===== config.mk =====
export PLATFORM = sky130hd
export DESIGN_NAME = sicg_clock_guard
export DESIGN_NICKNAME = d
export VERILOG_FILES = /design/src/rtl/sicg_pkg.sv /design/src/rtl/sicg_clock_guard.sv /design/src/rtl/sicg_edge_watch.sv
export SDC_FILE = /design/constraint.sdc
export NUM_CORES = 1
export LEC_CHECK = 0
export BUFFER_PORTS_ARGS = -buffer_cell sky130_fd_sc_hd__clkbuf_2
export CORE_MARGIN = 2
export CORE_UTILIZATION = 30
export DETAILED_ROUTE_END_ITERATION = 12
export HOLD_SLACK_MARGIN = 0.03
export SLEW_MARGIN = 20
export SYNTH_ARGS = -nofsm -noshare
export SYNTH_HDL_FRONTEND = slang
export SYNTH_HIERARCHICAL = 1
export SYNTH_SLANG_ARGS = --single-unit
export TNS_END_PERCENT = 30

===== constraint.sdc =====
create_clock -name clk -period 3.9 [get_ports clk]
set_input_delay 0.975 -clock clk [delete_from_list [all_inputs] [get_ports clk]]
set_output_delay 0.975 -clock clk [all_outputs]
set_load 0.02 [all_outputs]

===== src/rtl/sicg_pkg.sv =====
// Package for the system integrity clock guard: register map, fields and timing constants
package sicg_pkg;
  // ***********************************************
  // Register bus map (word offsets as byte addresses)
  // ***********************************************
  localparam logic [3:0] ADDR_INTEGRITY_CTRL_STATUS = 4'h0;
  localparam logic [3:0] ADDR_GUARD_CONFIG = 4'h4;
  localparam logic [3:0] ADDR_IRQ_ACK = 4'h8;
  localparam int ADDR_WIDTH = 4;
  localparam int DATA_WIDTH = 32;
  // ***********************************************
  // Field positions of the integrity control/status register
  // ***********************************************
  localparam int BIT_WATCHDOG_RESET_FLAG = 0;
  localparam int BIT_FALLBACK_ACTIVE_FLAG = 1;
  localparam int BIT_CLOCK_FAIL_IRQ_ENABLE = 2;
  localparam int BIT_RESERVED = 3;
  localparam int BIT_UNDERVOLTAGE_RESET_FLAG = 4;
  localparam int BIT_SUPPLY_LOW_FLAG = 5;
  localparam int BIT_SUPPLY_WARNING_IRQ_ENABLE = 6;
  localparam logic [7:0] INTEGRITY_RESET_VALUE = 8'h00;
  // Bits of the guard configuration register
  localparam int BIT_CFG_GUARD_ENABLE = 0;
  localparam int BIT_CFG_UNDERVOLTAGE_ENABLE = 1;
  localparam logic [1:0] GUARD_CONFIG_RESET_VALUE = 2'h3;
  // Bit of the interrupt acknowledge register (write 1 = supply warning ISR entered)
  localparam int BIT_ACK_SUPPLY_WARNING = 0;
  // ***********************************************
  // Clock detection timing
  // ***********************************************
  localparam int CLK_PERIOD_NS = 8;
  localparam int MAIN_LOSS_TIME_NS = 1000;
  localparam int MAIN_LOSS_CYCLES = (MAIN_LOSS_TIME_NS + CLK_PERIOD_NS - 1) / CLK_PERIOD_NS;
  localparam int RECOVER_EDGES = 4;
  localparam logic [1:0] CLOCK_SRC_MAIN = 2'h0;
  localparam logic [1:0] CLOCK_SRC_FALLBACK = 2'h1;
  localparam logic [1:0] CLOCK_SRC_STOPPED = 2'h2;

  typedef enum {GUARD_MAIN, GUARD_FALLBACK, GUARD_HALTED} sicg_guard_state_type;

  typedef struct packed {
    logic wdogReset;
    logic uvReset;
    logic extReset;
  } sicg_reset_cause_type;

  typedef struct packed {
    logic waitMode;
    logic haltMode;
    logic globalMask;
  } sicg_cpu_mode_type;
endpackage


===== src/rtl/sicg_clock_guard.sv =====
// System integrity clock guard: fallback switching, supply warning and reset-source flags
`timescale 1ns/10ps
// How it works
// RULE1 - Spikes on the main oscillator are filtered only while the PLL is enabled.
// RULE2 - Losing the main oscillator switches the CPU clock to the fallback oscillator.
// RULE3 - Main oscillator recovery switches the CPU clock back automatically.
// RULE4 - Fallback running sets the fallback flag; enabled, it raises a clock-fail interrupt.
// RULE5 - Wait mode changes nothing; both interrupts wake the device from wait.
// RULE6 - Halt disables guard and fallback, freezes the register, resumes afterwards.
// RULE7 - Interrupts need their own enable and a cleared global mask.
// RULE8 - Neither event can wake the device from halt.
// RULE9 - Bit 6 enables supply-warning interrupt on flag toggles; cleared on service.
// RULE10 - Bit 5 reads the supply-low comparator: 1 below, 0 above threshold.
// RULE11 - Bit 4 set on undervoltage reset, cleared by writing zero.
// RULE12 - Software writes zero to reserved bit 3.
// RULE13 - Bit 2 enables clock-fail interrupt; no effect with guard disabled.
// RULE14 - Bit 1 set on fallback; read clears it after recovery; zero if guard off.
// RULE15 - Bit 0 set on watchdog reset; cleared by writing zero or undervoltage reset.
// RULE16 - Flags encode last reset: pin 00, watchdog 01, undervoltage 1x.
// RULE17 - Undervoltage flag survives later pin and watchdog resets.
// RULE18 - After reset enables and reserved bit read zero.
// RULE19 - Supply warning works only with undervoltage detection enabled.
// RULE20 - Clock-fail request holds while flag and enable are both set.
module sicg_clock_guard
  import sicg_pkg::*;
#(
  parameter int LOSS_CYCLES = MAIN_LOSS_CYCLES,
  parameter int GOOD_EDGES = RECOVER_EDGES
) (
  input wire logic clk,
  input wire logic rst,
  input wire logic [ADDR_WIDTH-1:0] address,
  input wire logic read,
  input wire logic write,
  input wire logic [DATA_WIDTH-1:0] writedata,
  input wire logic [3:0] byteenable,
  output logic [DATA_WIDTH-1:0] readdata,
  output logic waitrequest,
  output logic [1:0] response,
  input wire logic mainOscSample,
  input wire logic pllEnable,
  input wire logic supplyBelowThreshold,
  input wire sicg_reset_cause_type resetCause,
  input wire sicg_cpu_mode_type cpuMode,
  output logic [1:0] clockSource,
  output logic cpuClockFiltered,
  output logic clockFailIrq,
  output logic supplyWarningIrq,
  output logic wakeFromWait
);
  // ***********************************************
  // State
  // ***********************************************
  sicg_guard_state_type state, next_state;
  logic supplyIrqEnable, next_supplyIrqEnable;
  logic clockIrqEnable, next_clockIrqEnable;
  logic supplyLow, next_supplyLow;
  logic uvFlag, next_uvFlag;
  logic wdFlag, next_wdFlag;
  logic fallbackFlag, next_fallbackFlag;
  logic supplyPending, next_supplyPending;
  logic guardEnable, next_guardEnable;
  logic uvEnable, next_uvEnable;
  logic strapDone, next_strapDone;
  logic busy, next_busy, next_waitrequest;
  logic [DATA_WIDTH-1:0] next_readdata;
  logic [1:0] next_response;
  logic [1:0] next_clockSource;
  logic next_clockFailIrq, next_supplyWarningIrq, next_wakeFromWait;
  logic mainLost, filtOsc, watchEnable;
  logic regAccess, regWrite, regRead;

  function automatic logic is_mapped(input logic [ADDR_WIDTH-1:0] a);
    is_mapped = (a == ADDR_INTEGRITY_CTRL_STATUS) || (a == ADDR_GUARD_CONFIG) || (a == ADDR_IRQ_ACK);
  endfunction

  function automatic logic [7:0] status_byte(input logic sie, input logic sl, input logic uv,
                                             input logic cie, input logic fb, input logic wd);
    status_byte = INTEGRITY_RESET_VALUE;
    status_byte[BIT_SUPPLY_WARNING_IRQ_ENABLE] = sie;
    status_byte[BIT_SUPPLY_LOW_FLAG] = sl;
    status_byte[BIT_UNDERVOLTAGE_RESET_FLAG] = uv;
    status_byte[BIT_CLOCK_FAIL_IRQ_ENABLE] = cie;
    status_byte[BIT_FALLBACK_ACTIVE_FLAG] = fb;
    status_byte[BIT_WATCHDOG_RESET_FLAG] = wd;
  endfunction

  // Guard monitor stops in halt and when disabled by configuration
  assign watchEnable = guardEnable && !cpuMode.haltMode; // [RULE6]

  sicg_edge_watch #(
    .LOSS_CYCLES(LOSS_CYCLES),
    .GOOD_EDGES(GOOD_EDGES)
  ) u_watch (
    .clk(clk),
    .rst(rst),
    .mainOscSample(mainOscSample),
    .pllEnable(pllEnable),
    .enable(watchEnable),
    .mainLost(mainLost),
    .filteredOsc(filtOsc)
  );

  // Bus access is taken on a cycle busy is clear; answer a cycle later
  assign regAccess = (read || write) && !busy;
  assign regWrite = write && !busy;
  assign regRead = read && !busy;

  // ***********************************************
  // Next-state logic
  // ***********************************************
  always_comb begin
    next_state = state;
    next_supplyIrqEnable = supplyIrqEnable;
    next_clockIrqEnable = clockIrqEnable;
    next_uvFlag = uvFlag;
    next_wdFlag = wdFlag;
    next_fallbackFlag = fallbackFlag;
    next_supplyPending = supplyPending;
    next_guardEnable = guardEnable;
    next_uvEnable = uvEnable;
    next_strapDone = 1'b1;
    next_busy = regAccess;
    // Waitrequest drops for the one cycle in which the registered answer stands
    next_waitrequest = !regAccess;
    next_readdata = '0;
    next_response = 2'h0;
    next_supplyLow = supplyLow;
    // Clock source state machine
    case (state)
      GUARD_MAIN: begin
        if (cpuMode.haltMode) begin
          next_state = GUARD_HALTED; // [RULE6]
        end else if (mainLost) begin
          next_state = GUARD_FALLBACK; // [RULE2]
        end
      end
      GUARD_FALLBACK: begin
        if (cpuMode.haltMode) begin
          next_state = GUARD_HALTED; // [RULE6]
        end else if (!mainLost) begin
          next_state = GUARD_MAIN; // [RULE3]
        end
      end
      GUARD_HALTED: begin
        if (!cpuMode.haltMode) begin
          next_state = GUARD_MAIN;
        end
      end
      default: begin
        next_state = GUARD_MAIN;
      end
    endcase
    if (!guardEnable) begin
      next_state = cpuMode.haltMode ? GUARD_HALTED : GUARD_MAIN;
    end
    // Reset-source flags caught once after reset release
    if (!strapDone) begin
      if (resetCause.uvReset) begin
        next_uvFlag = 1'b1; // [RULE11] [RULE16]
        next_wdFlag = 1'b0; // [RULE15]
      end else if (resetCause.wdogReset) begin
        next_wdFlag = 1'b1; // [RULE15] [RULE16] [RULE17]
      end
    end
    if (!cpuMode.haltMode) begin
      // Supply comparator followed only with undervoltage detection on
      next_supplyLow = uvEnable ? supplyBelowThreshold : 1'b0; // [RULE10] [RULE19]
      if (next_state == GUARD_FALLBACK && guardEnable) begin
        next_fallbackFlag = 1'b1; // [RULE4]
      end
    end
    if (regAccess && address == ADDR_INTEGRITY_CTRL_STATUS) begin
      if (regRead) begin
        next_readdata[7:0] = status_byte(supplyIrqEnable, supplyLow, uvFlag,
                                         clockIrqEnable, fallbackFlag, wdFlag);
        // Read clears fallback flag only once main clock is back
        if (!cpuMode.haltMode && state != GUARD_FALLBACK && next_state != GUARD_FALLBACK) begin
          next_fallbackFlag = 1'b0; // [RULE14]
        end
      end else if (regWrite && byteenable[0] && !cpuMode.haltMode) begin
        next_supplyIrqEnable = writedata[BIT_SUPPLY_WARNING_IRQ_ENABLE]; // [RULE9]
        next_clockIrqEnable = writedata[BIT_CLOCK_FAIL_IRQ_ENABLE]; // [RULE13]
        // Flags only cleared by writing zero, hardware set wins
        if (!writedata[BIT_UNDERVOLTAGE_RESET_FLAG] && !(!strapDone && resetCause.uvReset)) begin
          next_uvFlag = 1'b0; // [RULE11]
        end
        if (!writedata[BIT_WATCHDOG_RESET_FLAG] && !(!strapDone && resetCause.wdogReset)) begin
          next_wdFlag = 1'b0; // [RULE15]
        end
      end
    end
    if (regAccess && address == ADDR_GUARD_CONFIG) begin
      if (regRead) begin
        next_readdata[BIT_CFG_GUARD_ENABLE] = guardEnable;
        next_readdata[BIT_CFG_UNDERVOLTAGE_ENABLE] = uvEnable;
      end else if (byteenable[0]) begin
        next_guardEnable = writedata[BIT_CFG_GUARD_ENABLE];
        next_uvEnable = writedata[BIT_CFG_UNDERVOLTAGE_ENABLE];
      end
    end
    // Pending supply warning: set by a toggle, cleared on service entry, set wins
    if (regWrite && address == ADDR_IRQ_ACK && byteenable[0] && writedata[BIT_ACK_SUPPLY_WARNING]) begin
      next_supplyPending = 1'b0; // [RULE9]
    end
    if (supplyIrqEnable && uvEnable && next_supplyLow != supplyLow) begin
      next_supplyPending = 1'b1; // [RULE9] [RULE19]
    end
    if (!guardEnable) begin
      next_fallbackFlag = 1'b0; // [RULE14]
    end
    if (regAccess && !is_mapped(address)) begin
      next_response = 2'h2;
    end
    // Outputs
    case (next_state)
      GUARD_FALLBACK: next_clockSource = CLOCK_SRC_FALLBACK;
      GUARD_HALTED: next_clockSource = CLOCK_SRC_STOPPED;
      default: next_clockSource = CLOCK_SRC_MAIN;
    endcase
    next_clockFailIrq = next_fallbackFlag && next_clockIrqEnable && next_guardEnable
                        && !cpuMode.globalMask; // [RULE7] [RULE13] [RULE20]
    next_supplyWarningIrq = next_supplyPending && next_supplyIrqEnable && !cpuMode.globalMask; // [RULE7]
    // Wake applies to wait mode only, never halt
    next_wakeFromWait = cpuMode.waitMode && !cpuMode.haltMode
                        && (next_clockFailIrq || next_supplyWarningIrq); // [RULE5] [RULE8]
  end

  // ***********************************************
  // Registers
  // ***********************************************
  always_ff @(posedge clk or posedge rst) begin
    if (rst) begin
      state <= GUARD_MAIN;
      supplyIrqEnable <= INTEGRITY_RESET_VALUE[BIT_SUPPLY_WARNING_IRQ_ENABLE]; // [RULE18]
      clockIrqEnable <= INTEGRITY_RESET_VALUE[BIT_CLOCK_FAIL_IRQ_ENABLE]; // [RULE18]
      supplyLow <= INTEGRITY_RESET_VALUE[BIT_SUPPLY_LOW_FLAG];
      wdFlag <= 1'b0;
      fallbackFlag <= INTEGRITY_RESET_VALUE[BIT_FALLBACK_ACTIVE_FLAG];
      supplyPending <= 1'b0;
      guardEnable <= GUARD_CONFIG_RESET_VALUE[BIT_CFG_GUARD_ENABLE];
      uvEnable <= GUARD_CONFIG_RESET_VALUE[BIT_CFG_UNDERVOLTAGE_ENABLE];
      strapDone <= 1'b0;
      busy <= 1'b0;
      waitrequest <= 1'b1;
      readdata <= '0;
      response <= 2'h0;
      clockSource <= CLOCK_SRC_MAIN;
      cpuClockFiltered <= 1'b0;
      clockFailIrq <= 1'b0;
      supplyWarningIrq <= 1'b0;
      wakeFromWait <= 1'b0;
    end else begin
      state <= next_state;
      supplyIrqEnable <= next_supplyIrqEnable;
      clockIrqEnable <= next_clockIrqEnable;
      supplyLow <= next_supplyLow;
      wdFlag <= next_wdFlag;
      fallbackFlag <= next_fallbackFlag;
      supplyPending <= next_supplyPending;
      guardEnable <= next_guardEnable;
      uvEnable <= next_uvEnable;
      strapDone <= next_strapDone;
      busy <= next_busy;
      waitrequest <= next_waitrequest;
      readdata <= next_readdata;
      response <= next_response;
      clockSource <= next_clockSource;
      cpuClockFiltered <= filtOsc; // [RULE1]
      clockFailIrq <= next_clockFailIrq;
      supplyWarningIrq <= next_supplyWarningIrq;
      wakeFromWait <= next_wakeFromWait;
    end
  end

  // No reset: the flag outlives pin and watchdog resets; power-up comes by undervoltage reset
  always_ff @(posedge clk) begin
    uvFlag <= next_uvFlag; // [RULE17]
  end
endmodule // sicg_clock_guard


===== src/rtl/sicg_edge_watch.sv =====
// Main oscillator activity monitor with spike filtering
`timescale 1ns/10ps
module sicg_edge_watch
  import sicg_pkg::*;
#(
  parameter int LOSS_CYCLES = MAIN_LOSS_CYCLES,
  parameter int GOOD_EDGES = RECOVER_EDGES
) (
  input wire logic clk,
  input wire logic rst,
  input wire logic mainOscSample,
  input wire logic pllEnable,
  input wire logic enable,
  output logic mainLost,
  output logic filteredOsc
);
  localparam int CW = $clog2(LOSS_CYCLES + 1);
  localparam int EW = $clog2(GOOD_EDGES + 1);
  logic [2:0] hist;
  logic [2:0] next_hist;
  logic [CW-1:0] idleCnt;
  logic [CW-1:0] next_idleCnt;
  logic [EW-1:0] goodCnt;
  logic [EW-1:0] next_goodCnt;
  logic next_mainLost;
  logic next_filteredOsc;
  logic majority;
  logic edgeSeen;

  always_comb begin
    next_hist = {hist[1:0], mainOscSample};
    majority = (hist[0] & hist[1]) | (hist[1] & hist[2]) | (hist[0] & hist[2]);
    // Isolated one-sample spikes are voted away only with the PLL running
    next_filteredOsc = pllEnable ? majority : hist[0];
    edgeSeen = next_filteredOsc != filteredOsc;
    next_idleCnt = idleCnt;
    next_goodCnt = goodCnt;
    next_mainLost = mainLost;
    if (!enable) begin
      next_idleCnt = '0;
      next_goodCnt = '0;
      next_mainLost = 1'b0;
    end else if (edgeSeen) begin
      next_idleCnt = '0;
      if (mainLost) begin
        next_goodCnt = goodCnt + 1'b1;
        if (goodCnt == EW'(GOOD_EDGES - 1)) begin
          next_mainLost = 1'b0;
          next_goodCnt = '0;
        end
      end
    end else if (idleCnt == CW'(LOSS_CYCLES - 1)) begin
      next_mainLost = 1'b1;
      next_goodCnt = '0;
    end else begin
      next_idleCnt = idleCnt + 1'b1;
    end
  end

  always_ff @(posedge clk or posedge rst) begin
    if (rst) begin
      hist <= '0;
      idleCnt <= '0;
      goodCnt <= '0;
      mainLost <= 1'b0;
      filteredOsc <= 1'b0;
    end else begin
      hist <= next_hist;
      idleCnt <= next_idleCnt;
      goodCnt <= next_goodCnt;
      mainLost <= next_mainLost;
      filteredOsc <= next_filteredOsc;
    end
  end
endmodule // sicg_edge_watch


## Word level (Yosys, flattened, before mapping)

Index checks and enable logic that the tools add are counted.

| operators by class | value |
|---|---|
| add/sub/neg operators | 2 |
| eq/ne operators | 16 |
| multiplexer cells | 60 |
| bitwise operators | 6 |
| reduce and logical (&&, ||, !) cells | 46 |

Operators by type and width:

| operator | number |
|---|---|
| 2-to-1 mux 32 bit | 6 |
| equality test 32 x 2 -> 1 bit, second input constant | 3 |
| case mux 32 bit (3 select lines) | 1 |
| equality test 32 x 1 -> 1 bit, second input constant | 2 |
| inequality test 32 x 2 -> 1 bit, second input constant | 2 |
| 2-to-1 mux 1 bit | 38 |
| 2-to-1 mux 7 bit | 5 |
| zero test 32 bit | 1 |
| logical AND 1 bit | 28 |
| 2-to-1 mux 3 bit | 5 |
| zero test 1 bit | 10 |
| inequality test 3 bit, second input constant | 3 |
| 2-to-1 mux 2 bit | 4 |
| adder 7 x 1 -> 7 bit, second input constant | 1 |
| equality test 7 bit, second input constant | 1 |
| equality test 4 x 3 -> 1 bit, second input constant | 1 |
| equality test 4 bit, second input constant | 1 |
| zero test 4 bit | 1 |
| logical OR 1 bit | 4 |
| case mux 2 bit (2 select lines) | 1 |
| adder 3 x 1 -> 3 bit, second input constant | 1 |
| bitwise AND 1 bit | 3 |
| equality test 3 x 2 -> 1 bit, second input constant | 1 |
| AND reduction 3 bit | 1 |
| 4 further kinds | 6 |

| word-level totals | value |
|---|---|
| flip-flop bits (word level) | 75 |
| input port bits | 53 |
| output and inout port bits | 41 |
| logic and storage cells | 155 |

## Depth between registers and ports, before layout

| depth | value |
|---|---|
| depth in word-level cells | 17 |
| mapped depth | 6 |
| depth with buffers taken out | 6 |

## Modules after synthesis

Netlist, hierarchy kept.

By module, submodules not included:

| module | instances | cells each | area each (um^2) | seq. area each (um^2) |
|---|---|---|---|---|
| sicg_clock_guard | 1 | 174 | 2213.4 | 1425.1 |
| sicg_edge_watch | 1 | 66 | 724.4 | 375.4 |

## Worst setup path before layout

No wires, ideal clock.

| timing | value |
|---|---|
| path type | input to register |
| from | input port address[2] |
| to | register wakeFromWait |
| setup time | 0.135 ns |
| arrival | 2.120 ns |
| data required time | 3.765 ns |
| slack | 1.645 ns |
| stages | 5 |
| path buffers | 1 |
| cell sequence | buf_6 -> or3_4 -> o41a_1 -> o221ai_2 -> o22ai_1 |

| on the way | value |
|---|---|
| word-level cells in the longest chain between the ends | 10 |
| elaborated cells on any way between the ends | 22 |
| those cells by class | 2 x eq/ne; 7 x mux; 13 x reduce/logical |

RTL lines:

| item | RTL line | text |
|---|---|---|
| start, declared | sicg_clock_guard.sv:32 | `input wire logic [ADDR_WIDTH-1:0] address,` |
| equality test 4 bit | sicg_clock_guard.sv:203 | `if (regWrite && address == ADDR_IRQ_ACK && byteenable[0] && writedata[BIT_ACK_SUPPLY_WARNING]) begin` |
| logical AND 1 bit (3 in a row) | sicg_clock_guard.sv:203 |  |
| 2-to-1 mux 1 bit | sicg_clock_guard.sv:203 |  |
| 2-to-1 mux 1 bit | sicg_clock_guard.sv:206 | `if (supplyIrqEnable && uvEnable && next_supplyLow != supplyLow) begin` |
| logical AND 1 bit (2 in a row) | sicg_clock_guard.sv:223 | `next_supplyWarningIrq = next_supplyPending && next_supplyIrqEnable && !cpuMode.globalMask;` |
| logical OR 1 bit (*) | sicg_clock_guard.sv:226 | `&& (next_clockFailIrq \|\| next_supplyWarningIrq);` |
| logical AND 1 bit (*) | sicg_clock_guard.sv:226 |  |
| net next_wakeFromWait | sicg_clock_guard.sv:69 | `logic next_clockFailIrq, next_supplyWarningIrq, next_wakeFromWait;` |
| end signal, assigned | sicg_clock_guard.sv:272 | `wakeFromWait <= next_wakeFromWait;` |
| end, declared | sicg_clock_guard.sv:49 | `output logic wakeFromWait` |

The timed path passes the listed nets; every way through them passes the cells marked *.
A chain may end at the register's enable or synchronous reset.

## Worst setup path after layout

Ends and elaborated chain as after synthesis.

==> impl_metrics.ini <==
[layout]
final_layout_size_suffix_gt1_share_pct = 21.32
nets = 370
seq_area_um2 = 1800
final_cell_mix = 68 x dfrtp_1, 58 x conb_1, 35 x clkbuf_2
layout.cells.most_common = dfrtp_1
fin_cells = 452
area_growth_pct = 19.34
diodes = 0
fin_util_pct = 36.37
num-fill-cells = 946
multiInputGateArea_um2 = 1077

[flow_run]
drv_cap = 0

[timing]
max_clock_freq_mhz = 481.4
fin_worst_skew_ns = 0.008308
slew_headroom_pct = 53.75
final.setup.worst_slack_ns = 1.823
worst_slew_pin_slew_ns = 0.6928
finalSetupViolations = 0
min_period_over_period_pct = 53.27
fin_setup_tns_ns = 0
hold_viol = 0
layout_min_cycle_time_ns = 2.077
drv_slew = 0
rsz0062_at_grt = no

[routing]
viasPerCell = 4.064
num_vias = 1837
ant_nets = 0
drt-total-wl_mm = 4.735
firstDrtPassIters = 4
drt_iter0_drc = 50
drc = 0
wl_per_cell_um = 10.48

[logic_synthesis]
synth_area_um2 = 2938
ys.flop_type = dfrtp_1
ys_warn_count = 6
synth_area_per_cell_um2 = 12.24
async_reset_ff_share_pct = 98.61
synth_edf_count = 0
ys_types = 55
ys_ff_latch = 72
syn_inst = 240
yosysSeqAreaShare_pct = 61.29

[clock_network]
clock_path_buffers = 2
clkLatencyLatePin_ns = 0.34
cts.sinks = 72
cts_tree = yes
post_cts_resized = 0
clk_pin_slew_worst_paths_ns = 0.07
post-cts-setup-buffers = 0
cts_root_buf = clkbuf_8
ctsHoldBuffers = 0
numCtsBuffers = 9
htree_levels = 3

[worst_hold_path]
hold-path-cell-count = 0
worstHoldStart = u_watch/hist[1]$_DFF_PP0_
hold_end = u_watch/hist[2]$_DFF_PP0_
worstHoldPathType = flip-flop to flip-flop

[placement]
port_buffers = 35
dpl.cell_count = 436
gp_congestion = 0.7541
dpl.hpwl_mm = 3.478
pre_cts_slack_ns = 1.470

[pwr]
power_mw = 1.588
p_leak_nw = 1.643
ir_drop_v = 0.0001663
powerDensity_nw_per_um2 = 453.0

[grt]
grt_max_degree = 36
antenna_found_initial = 0
grt_pass1_vias = 1777
track_usage_pct = 9.917
grt_pass1_wl_mm = 8.038
grt-ovfl-total = 0

[critical_path]
cp_data_required_time_ns = 4.11
reg2regPathDepth = 4
reg2reg_to = wakeFromWait$_DFF_PP0_
cp.arrival_ns = 2.28
worstPathMaxFanout = 9
r2r_setup_slack_ns = 2.19
cpPeakStageDelay_ns = 0.43
end_kind = flip-flop
path_cells = clkbuf_2 > or3_4 > o41a_1 > o221ai_2 > o22ai_1
crit_slowest_cell = o41a_1
r2r-start = busy$_DFF_PP0_
crit_type = input pin to flip-flop
startpoint_type = input pin

[floorplanning]
start_util_pct = 30.48
dieArea_um2 = 10600
die-height_um = 103.0
coreArea_um2 = 9639
die_w_um = 103.0
core.rowCount = 36
io_pins = 94

[run_status]
status = finished clean
## sequential cells by signal, summed over array words and instances, names as in the netlist, 2 cells and up
signal and count:
u_watch/hist 3, readdata 6, state 32, clockSource 2
u_watch/goodCnt 3, u_watch/idleCnt 7
## cell type report
cell class                 instances  area share (%)
sequential                        72           51.36
inverter                          13           1.392
tap                              133           4.747
multi-input combinational        182           30.73
timing repair buffer              36           5.211
clock buffer                      10           3.926
clock inverter                     6           2.641
## power breakdown
part	total, mW	switching [mW]	internal (mW)
registers	0.806	0.0183	0.787
clock network	0.649	0.270	0.379
logic	0.133	0.0913	0.0418
total	1.59	0.380	1.21
## worst max-delay path by stage
stage / from / to / slack (ns)
floorplan: rst / busy$_DFF_PP0_ / 1.56
global placement: address[2] / wakeFromWait$_DFF_PP0_ / 1.45
detailed placement: address[2] / clockFailIrq$_DFF_PP0_ / 1.47
CTS: address[2] / wakeFromWait$_DFF_PP0_ / 1.84
global route: address[2] / wakeFromWait$_DFF_PP0_ / 1.72
finish: address[2] / wakeFromWait$_DFF_PP0_ / 1.82
## worst max-delay path: cells and delay by family
family	cells	cell delay [ns]
and+or+nand+nor	1	0.38
buffers and inverters	1	0.18
AOI/OAI and AO/OA	3	0.75
## cell usage after synthesis (5+ instances only)
library cell / instances / area (um2)
nor2_1: 14 / 52.55
buf_4: 28 / 210.2
inv_1: 13 / 48.80
nand2_1: 11 / 41.29
dfrtp_1: 68 / 1702
nand3_1: 8 / 40.04
and4_1: 6 / 52.55
nor4_1: 7 / 43.79
o21ai_0: 6 / 30.03
nand4_1: 5 / 31.28
## metal layers
layer	GRT usage, %	vias to the layer above	share of wire, %
li1	-	894	-
met1	12.29	884	45
met2	15.53	45	48
met3	1.898	14	4.0
met4	6.984	0	2.8
met5	0	-	0
## cell families (layout without fill, tap and decap cells)
logic type / after synthesis / in the layout / share of synthesized area [%]
other: 2 / 58 / 0.2556
DFF: 72 / 72 / 61.29
and+or+nand+nor: 84 / 84 / 17.68
xor gates and xnor gates: 7 / 7 / 2.087
buffers and inverters: 42 / 65 / 9.199
adders and majority gates: 3 / 3 / 1.278
AOI/OAI and AO/OA: 26 / 26 / 6.815
muxes: 4 / 4 / 1.405
## metrics by stage
stage	hold slack, ns	instance area [um2]
6_report	0.4367	3506
5_1_grt	0.4586	3506
4_1_cts	0.4433	3506
3_5_place_dp	0.4177	3276
3_3_place_gp	0.4084	3276
2_1_floorplan	0.4052	3148
Note: power is estimated with default switching activity, not from simulation.
